===== config.mk =====
export PLATFORM = sky130hd
export DESIGN_NAME = timer5_control_status
export DESIGN_NICKNAME = d
export VERILOG_FILES = /design/src/verilog/osc_tick_sync.v /design/src/verilog/timer5_control_status.v
export VERILOG_INCLUDE_DIRS = /design/src /design/src/pkg
export SDC_FILE = /design/constraint.sdc
export NUM_CORES = 1
export LEC_CHECK = 0
export BUFFER_PORTS_ARGS = -buffer_cell sky130_fd_sc_hd__buf_4
export CORE_ASPECT_RATIO = 0.5
export CORE_MARGIN = 8
export CORE_UTILIZATION = 59
export DETAILED_ROUTE_END_ITERATION = 12
export PLACE_DENSITY_LB_ADDON = 0.08
export SLEW_MARGIN = 15
export SYNTH_ARGS = -nofsm -noshare
export SYNTH_HDL_FRONTEND = slang
export SYNTH_HIERARCHICAL = 1
export SYNTH_SLANG_ARGS = --single-unit

===== constraint.sdc =====
create_clock -name mclk -period 2.7 [get_ports mclk]
set_input_delay 0.81 -clock mclk [delete_from_list [all_inputs] [get_ports mclk]]
set_output_delay 0.81 -clock mclk [all_outputs]
set_load 0.01 [all_outputs]

===== src/pkg/timer5_regs.vh =====
/*
 register offsets, field positions and reset values of the timer block.
 assumes a 16-bit register address space with 8-bit data.
*/
`ifndef TIMER5_REGS_VH
`define TIMER5_REGS_VH

// ----------------------------------------------------------------------
// register offsets
// ----------------------------------------------------------------------
`define T5_ADDR_CTRL        16'ha003
`define T5_ADDR_COUNT_LO    16'ha004
`define T5_ADDR_COUNT_MID   16'ha005
`define T5_ADDR_COUNT_HI    16'ha006
`define T5_ADDR_RELOAD_LO   16'ha007
`define T5_ADDR_RELOAD_MID  16'ha008
`define T5_ADDR_RELOAD_HI   16'ha009
`define T5_ADDR_IRQ_STATUS  16'ha00a
`define T5_ADDR_IRQ_CLEAR   16'ha00b
`define T5_ADDR_IRQ_ENABLE  16'ha00c

// ----------------------------------------------------------------------
// control register fields
// ----------------------------------------------------------------------
`define T5_BIT_OVF_FLAG     7
`define T5_BIT_SEL_HI       6
`define T5_BIT_SEL_LO       5
`define T5_BIT_MODE         4
`define T5_BIT_RUN          3
`define T5_BIT_IRQ_EN       0

// ----------------------------------------------------------------------
// event status fields
// ----------------------------------------------------------------------
`define T5_EVT_OVERFLOW     0
`define T5_EVT_WIDTH        1

// ----------------------------------------------------------------------
// reset values
// ----------------------------------------------------------------------
`define T5_RST_CTRL         8'h00
`define T5_RST_COUNT        24'h000000
`define T5_RST_RELOAD       24'h000000
`define T5_RST_EVT          1'b0

`endif


===== src/verilog/osc_tick_sync.v =====
/*
 brings one free-running oscillator pin into the mclk domain and turns
 each rising edge into a one-cycle tick.
 assumes the oscillator runs well below half the mclk rate.
*/
`timescale 1ns/100ps

module osc_tick_sync
(
   // clock and reset
   input  wire mclk,
   input  wire sys_rst,
   // oscillator pin
   input  wire osc_pin,
   // tick in mclk domain
   output wire osc_tick
);

   reg  sync_a_reg;
   reg  sync_b_reg;
   reg  last_reg;

   // ----------------------------------------------------------------------
   // two-flop synchroniser and edge detect
   // ----------------------------------------------------------------------
   always @(posedge mclk)
   begin
      if (sys_rst)
      begin
         sync_a_reg <= 1'b0;
         sync_b_reg <= 1'b0;
         last_reg   <= 1'b0;
      end
      else
      begin
         sync_a_reg <= osc_pin;
         sync_b_reg <= sync_a_reg;
         last_reg   <= sync_b_reg;
      end
   end

   assign osc_tick = sync_b_reg & ~last_reg;

endmodule


===== src/verilog/timer5_control_status.v =====
/*
 fifth general timer: control/status register, 24-bit counter with
 auto-reload, oscillator select and interrupt logic.
 assumes a single-cycle register port master on mclk, and oscillator
 pins asynchronous to mclk.
*/
// The implementer's own choices: the register offsets and the address-and-strobe port.
`timescale 1ns/100ps
`include "timer5_regs.vh"

module timer5_control_status
#(
   parameter COUNT_WIDTH = 24
)
(
   // clock and reset
   input  wire        mclk,
   input  wire        sys_rst,
   // register port
   input  wire [15:0] reg_addr,
   input  wire [7:0]  reg_wdata,
   input  wire        reg_wr,
   input  wire        reg_rd,
   output reg  [7:0]  reg_rdata,
   // oscillator pins
   input  wire        internal_oscillator,
   input  wire        secondary_oscillator,
   // interrupts
   output wire        overflow_irq,
   output wire        event_irq
);

   localparam [COUNT_WIDTH-1:0] COUNT_MAX = {COUNT_WIDTH{1'b1}};

   // ----------------------------------------------------------------------
   // write decode helper
   // ----------------------------------------------------------------------
   function wr_hit;
      input        wr;
      input [15:0] addr;
      input [15:0] target;
      begin
         wr_hit = wr & (addr == target);
      end
   endfunction

   wire [1:0]             osc_pins;
   wire [1:0]             osc_ticks;
   wire                   count_tick;
   wire                   overflow_now;

   reg                    overflow_flag_reg;
   reg  [1:0]             clock_source_select_reg;
   reg                    reload_mode_select_reg;
   reg                    run_control_reg;
   reg                    overflow_irq_enable_reg;
   reg  [23:0]            count_value_reg;
   reg  [23:0]            count_value_next;
   reg  [23:0]            reload_value_reg;
   reg  [`T5_EVT_WIDTH-1:0] evt_status_reg;
   reg  [`T5_EVT_WIDTH-1:0] evt_enable_reg;
   reg  [7:0]             rdata_next;

   // ----------------------------------------------------------------------
   // oscillator tick synchronisers
   // ----------------------------------------------------------------------
   assign osc_pins = {secondary_oscillator, internal_oscillator};

   genvar gi;
   generate
      for (gi = 0; gi < 2; gi = gi + 1)
      begin : g_osc
         osc_tick_sync u_sync
         (
            .mclk     (mclk),
            .sys_rst  (sys_rst),
            .osc_pin  (osc_pins[gi]),
            .osc_tick (osc_ticks[gi])
         );
      end
   endgenerate

   // high select bit picks the secondary source
   assign count_tick = (clock_source_select_reg[1] ? osc_ticks[1] : osc_ticks[0])
                       & run_control_reg;

   assign overflow_now = count_tick & (count_value_reg == COUNT_MAX);

   // ----------------------------------------------------------------------
   // counter next value
   // ----------------------------------------------------------------------
   always @*
   begin
      count_value_next = count_value_reg;
      if (overflow_now)
      begin
         if (reload_mode_select_reg)
            count_value_next = reload_value_reg;
         else
            count_value_next = `T5_RST_COUNT;
      end
      else if (count_tick)
      begin
         count_value_next = count_value_reg + 24'h000001;
      end
      // a firmware byte write overrides the count in that byte
      if (wr_hit(reg_wr, reg_addr, `T5_ADDR_COUNT_LO))
         count_value_next[7:0] = reg_wdata;
      if (wr_hit(reg_wr, reg_addr, `T5_ADDR_COUNT_MID))
         count_value_next[15:8] = reg_wdata;
      if (wr_hit(reg_wr, reg_addr, `T5_ADDR_COUNT_HI))
         count_value_next[23:16] = reg_wdata;
   end

   // ----------------------------------------------------------------------
   // control, counter and reload registers
   // ----------------------------------------------------------------------
   always @(posedge mclk)
   begin
      if (sys_rst)
      begin
         overflow_flag_reg       <= 1'b0;
         clock_source_select_reg <= 2'h0;
         reload_mode_select_reg  <= 1'b0;
         run_control_reg         <= 1'b0;
         overflow_irq_enable_reg <= 1'b0;
         count_value_reg         <= `T5_RST_COUNT;
         reload_value_reg        <= `T5_RST_RELOAD;
      end
      else
      begin
         count_value_reg <= count_value_next;
         if (wr_hit(reg_wr, reg_addr, `T5_ADDR_CTRL))
         begin
            clock_source_select_reg <= reg_wdata[`T5_BIT_SEL_HI:`T5_BIT_SEL_LO];
            reload_mode_select_reg  <= reg_wdata[`T5_BIT_MODE];
            run_control_reg         <= reg_wdata[`T5_BIT_RUN];
            overflow_irq_enable_reg <= reg_wdata[`T5_BIT_IRQ_EN];
         end
         // set wins; only a firmware write of zero clears
         if (overflow_now)
            overflow_flag_reg <= 1'b1;
         else if (wr_hit(reg_wr, reg_addr, `T5_ADDR_CTRL) & ~reg_wdata[`T5_BIT_OVF_FLAG])
            overflow_flag_reg <= 1'b0;
         if (wr_hit(reg_wr, reg_addr, `T5_ADDR_RELOAD_LO))
            reload_value_reg[7:0] <= reg_wdata;
         if (wr_hit(reg_wr, reg_addr, `T5_ADDR_RELOAD_MID))
            reload_value_reg[15:8] <= reg_wdata;
         if (wr_hit(reg_wr, reg_addr, `T5_ADDR_RELOAD_HI))
            reload_value_reg[23:16] <= reg_wdata;
      end
   end

   // ----------------------------------------------------------------------
   // event status, clear and enable
   // ----------------------------------------------------------------------
   always @(posedge mclk)
   begin
      if (sys_rst)
      begin
         evt_status_reg <= `T5_RST_EVT;
         evt_enable_reg <= `T5_RST_EVT;
      end
      else
      begin
         if (wr_hit(reg_wr, reg_addr, `T5_ADDR_IRQ_ENABLE))
            evt_enable_reg <= reg_wdata[`T5_EVT_WIDTH-1:0];
         if (overflow_now)
            evt_status_reg[`T5_EVT_OVERFLOW] <= 1'b1;
         else if (wr_hit(reg_wr, reg_addr, `T5_ADDR_IRQ_CLEAR)
                  & reg_wdata[`T5_EVT_OVERFLOW])
            evt_status_reg[`T5_EVT_OVERFLOW] <= 1'b0;
      end
   end

   assign overflow_irq = overflow_irq_enable_reg & overflow_flag_reg;
   assign event_irq    = |(evt_status_reg & evt_enable_reg);

   // ----------------------------------------------------------------------
   // read path, data one cycle after the strobe
   // ----------------------------------------------------------------------
   always @*
   begin
      rdata_next = 8'h00;
      case (reg_addr)
         `T5_ADDR_CTRL:
            rdata_next = {overflow_flag_reg, clock_source_select_reg,
                          reload_mode_select_reg, run_control_reg,
                          2'b00, overflow_irq_enable_reg};
         `T5_ADDR_COUNT_LO:   rdata_next = count_value_reg[7:0];
         `T5_ADDR_COUNT_MID:  rdata_next = count_value_reg[15:8];
         `T5_ADDR_COUNT_HI:   rdata_next = count_value_reg[23:16];
         `T5_ADDR_RELOAD_LO:  rdata_next = reload_value_reg[7:0];
         `T5_ADDR_RELOAD_MID: rdata_next = reload_value_reg[15:8];
         `T5_ADDR_RELOAD_HI:  rdata_next = reload_value_reg[23:16];
         `T5_ADDR_IRQ_STATUS: rdata_next = {7'h00, evt_status_reg};
         `T5_ADDR_IRQ_ENABLE: rdata_next = {7'h00, evt_enable_reg};
         default:             rdata_next = 8'h00;
      endcase
   end

   always @(posedge mclk)
   begin
      if (sys_rst)
         reg_rdata <= 8'h00;
      else if (reg_rd)
         reg_rdata <= rdata_next;
      else
         reg_rdata <= 8'h00;
   end

endmodule

==> flow_metrics.py <==
metrics = {
    "run_status": {
        "status": "finished clean",
    },
    "logic_synthesis": {
        "netlist_area_sq_um": 3880,
        "synth_edf_count": 0,
        "synth_flop_cell": "dfxtp_1",
        "postSynth.asyncResetShare": 0,
        "yosysSeqAreaShare": 0.3612,
        "ys_ff_latch": 70,
        "postSynthCellCount": 490,
        "syn_area_per_cell_sq_um": 7.918,
        "synth_cell_types": 60,
        "synth_nets": 521,
        "yosysWarnings": 6,
    },
    "timing": {
        "hold_ws_ps": 437.1,
        "worstMarginPinSlew_ps": 1200,
        "skew_ps": 4.184,
        "relSlewSlack": 0.1875,
        "drv_slew": 0,
        "rsz0062_at_grt": "no",
        "hold_viol_final": 0,
        "fmax_mhz": 387.1,
        "setup_slack_ps": 116.7,
        "layout_min_cycle_time_ps": 2583,
        "setup_viol": 0,
        "min_period_over_period": 0.9568,
    },
    "pwr": {
        "power.density_nw_per_um2": 519.7,
        "fin_total_pwr_mw": 2.479,
        "p_leak_nw": 1.652,
        "peakVddDrop_mv": 0.5311,
    },
    "worst_setup_path": {
        "arrival_ps": 2850,
        "cp-end-kind": "flip-flop",
        "critPathKind": "reg2reg",
        "path_max_fanout": 10,
        "start_kind": "flip-flop",
        "required_ps": 2970,
    },
    "route": {
        "wl_per_cell_um": 23.41,
        "wl_met1_um": 5887,
        "vias": 4458,
        "met3RoutedLength_um": 2871,
        "drc": 0,
        "drt_iter0_drc": 793,
        "antenna_left": 0,
        "wl_um": 14860,
        "routed.top_layer": "met4",
        "vias_per_cell": 7.020,
        "met2WireLength_um": 5709,
        "first_pass_iters": 6,
    },
    "clock_network": {
        "root_buffer": "clkbuf_16",
        "worst_skew_pair.late_latency_ps": 340,
        "cts_buffers": 9,
        "clk_path_buf_depth": 2,
        "cts-htree-levels": 3,
        "cts_tree": "yes",
        "clk_pin_slew_worst_paths_ps": 60,
        "hold_buffers": 0,
        "clock-sinks": 70,
    },
    "global_routing": {
        "grt_max_degree": 64,
        "first_global_vias": 4070,
        "grt_pass1_wl_um": 22630,
        "antenna_found_initial": 0,
        "track_usage": 0.3156,
        "globalRoute.totalOverflow": 0,
    },
    "finish": {
        "final_layout_size_suffix_gt1_frac": 0.2007,
        "final_area_sq_um": 4770,
        "syn2layout_area_growth_pct": 22.93,
        "diodes": 0,
        "nNetsFinal": 569,
        "postLayoutCoreUtil": 0.7320,
    },
    "worst_hold_path": {
        "holdCritPathClass": "reg2reg",
    },
    "placement": {
        "placed_area_sq_um": 4419,
        "dp_slack_ps": -42.82,
        "numPortBuffers": 39,
        "gp_congestion": 1.043,
        "hpwl_um": 10540,
    },
    "flow_run": {
        "cap_violations": 0,
    },
    "die": {
        "coreArea_sq_um": 6516,
        "start_util": 0.5954,
        "io_pins": 40,
        "die_area_sq_um": 9584,
        "row_count": 21,
        "die_h_um": 73.34,
        "die_w_um": 130.7,
    },
}
## area by class of cell
| class | instances | area, sq um |
|---|---|---|
| Clock buffer | 9 | 225.2 |
| Timing Repair Buffer | 75 | 600.6 |
| Clock inverter | 7 | 105.1 |
| Multi-Input combinational cell | 380 | 2315 |
| Fill cell | 532 | 1747 |
| Tap cell | 92 | 115.1 |
| Sequential cell | 70 | 1401 |
| Inverter | 2 | 7.507 |
## cells in the mapped netlist, drive strengths merged, types with 3 or more instances
| cell type | instances | area, sq um |
|---|---|---|
| and2 | 11 | 68.82 |
| nor2 | 27 | 111.4 |
| nor4 | 5 | 46.29 |
| xnor2 | 8 | 70.07 |
| nor3 | 8 | 40.04 |
| nor2b | 11 | 73.82 |
| and3 | 13 | 81.33 |
| buf | 11 | 61.31 |
| o211ai | 11 | 82.58 |
| dfxtp | 70 | 1401 |
| a211oi | 5 | 37.54 |
| a222oi | 11 | 110.1 |
| nor4b | 4 | 35.03 |
| nand2 | 72 | 270.3 |
| or3 | 6 | 37.54 |
| mux2i | 10 | 100.1 |
| and4 | 3 | 26.28 |
| a21oi | 54 | 274.0 |
| xor2 | 3 | 26.28 |
| mux2 | 8 | 90.09 |
| o21ai | 14 | 70.07 |
| a311oi | 3 | 26.28 |
| nand4 | 14 | 100.1 |
| a22o | 3 | 26.28 |
| clkbuf | 27 | 101.4 |
| a211o | 7 | 61.31 |
| nand3 | 36 | 180.2 |
| a31oi | 9 | 56.30 |
## critical path, cell delays in order, from the launching register on
cell and delay [ps]:
dfxtp_1 460, ha_1 280, nand4_2 160, or4_1 720, nor4_4 250, buf_12 190, a211o_1 170, o211ai_1 130
a21oi_1 140
## path summary, 6_finish.rpt
check | from | end | slack (ps) | cells after the start
hold / removal | g_osc[0].u_sync/sync_a_reg$_SDFF_PP0_ | g_osc[0].u_sync/sync_b_reg$_SDFF_PP0_ | 440 | 1
setup reg to reg | count_value_reg[1]$_SDFFE_PP0P_ | count_value_reg[14]$_SDFFE_PP0P_ | 120 | 8
hold reg to reg | g_osc[0].u_sync/sync_a_reg$_SDFF_PP0_ | g_osc[0].u_sync/sync_b_reg$_SDFF_PP0_ | 440 | 1
setup / recovery | count_value_reg[1]$_SDFFE_PP0P_ | count_value_reg[14]$_SDFFE_PP0P_ | 120 | 8
## power by group
group / total [mW] / internal, mW / switching (mW)
logic: 0.113 / 0.0441 / 0.0691
registers: 1.04 / 1.04 / 0.00395
clock network: 1.32 / 0.823 / 0.501
total: 2.48 / 1.90 / 0.574
## through the flow
step / instances / TNS, ps
finish: 635 / 0
global route: 635 / 0
CTS: 634 / 0
detailed placement: 618 / -107.5
global placement: 618 / 0
floorplan: 490 / 0
## kinds of logic (layout without fill, tap and decap cells)
group | count (synthesis) | after routing | share of synthesized area
and+or+nand+nor | 216 | 216 | 0.2880
AOI/OAI and AO/OA | 133 | 133 | 0.2274
DFF | 70 | 70 | 0.3612
buffers and inverters | 40 | 93 | 0.04386
muxes | 18 | 18 | 0.04902
xor gates and xnor gates | 11 | 11 | 0.02483
adders and majority gates | 2 | 2 | 0.005804
## per-layer routing
metal,vias up,GRT usage
li1,1919,-
met1,2038,0.4213
met3,72,0.1738
met4,0,0.09079
met2,429,0.4175
met5,-,0
## cells in the final DEF, fill, tap and decap left out, drive strengths merged, types with 9 or more instances in the layout
master and n:
a31oi 9, and2 11, nor2 27, mux2i 10, nand4 14, nand2 72
clkbuf 9, o21ai 14, a222oi 11, and3 13, a21oi 54, nand3 36
nor2b 11, buf 75, dfxtp 70, o211ai 11
## repair_timing
item / CTS / global route
setup endpoints to repair: 0 / 3
gates resized for setup: 0 / 0
buffers inserted: 0 / 1
Power figures use the tool's default switching activity.
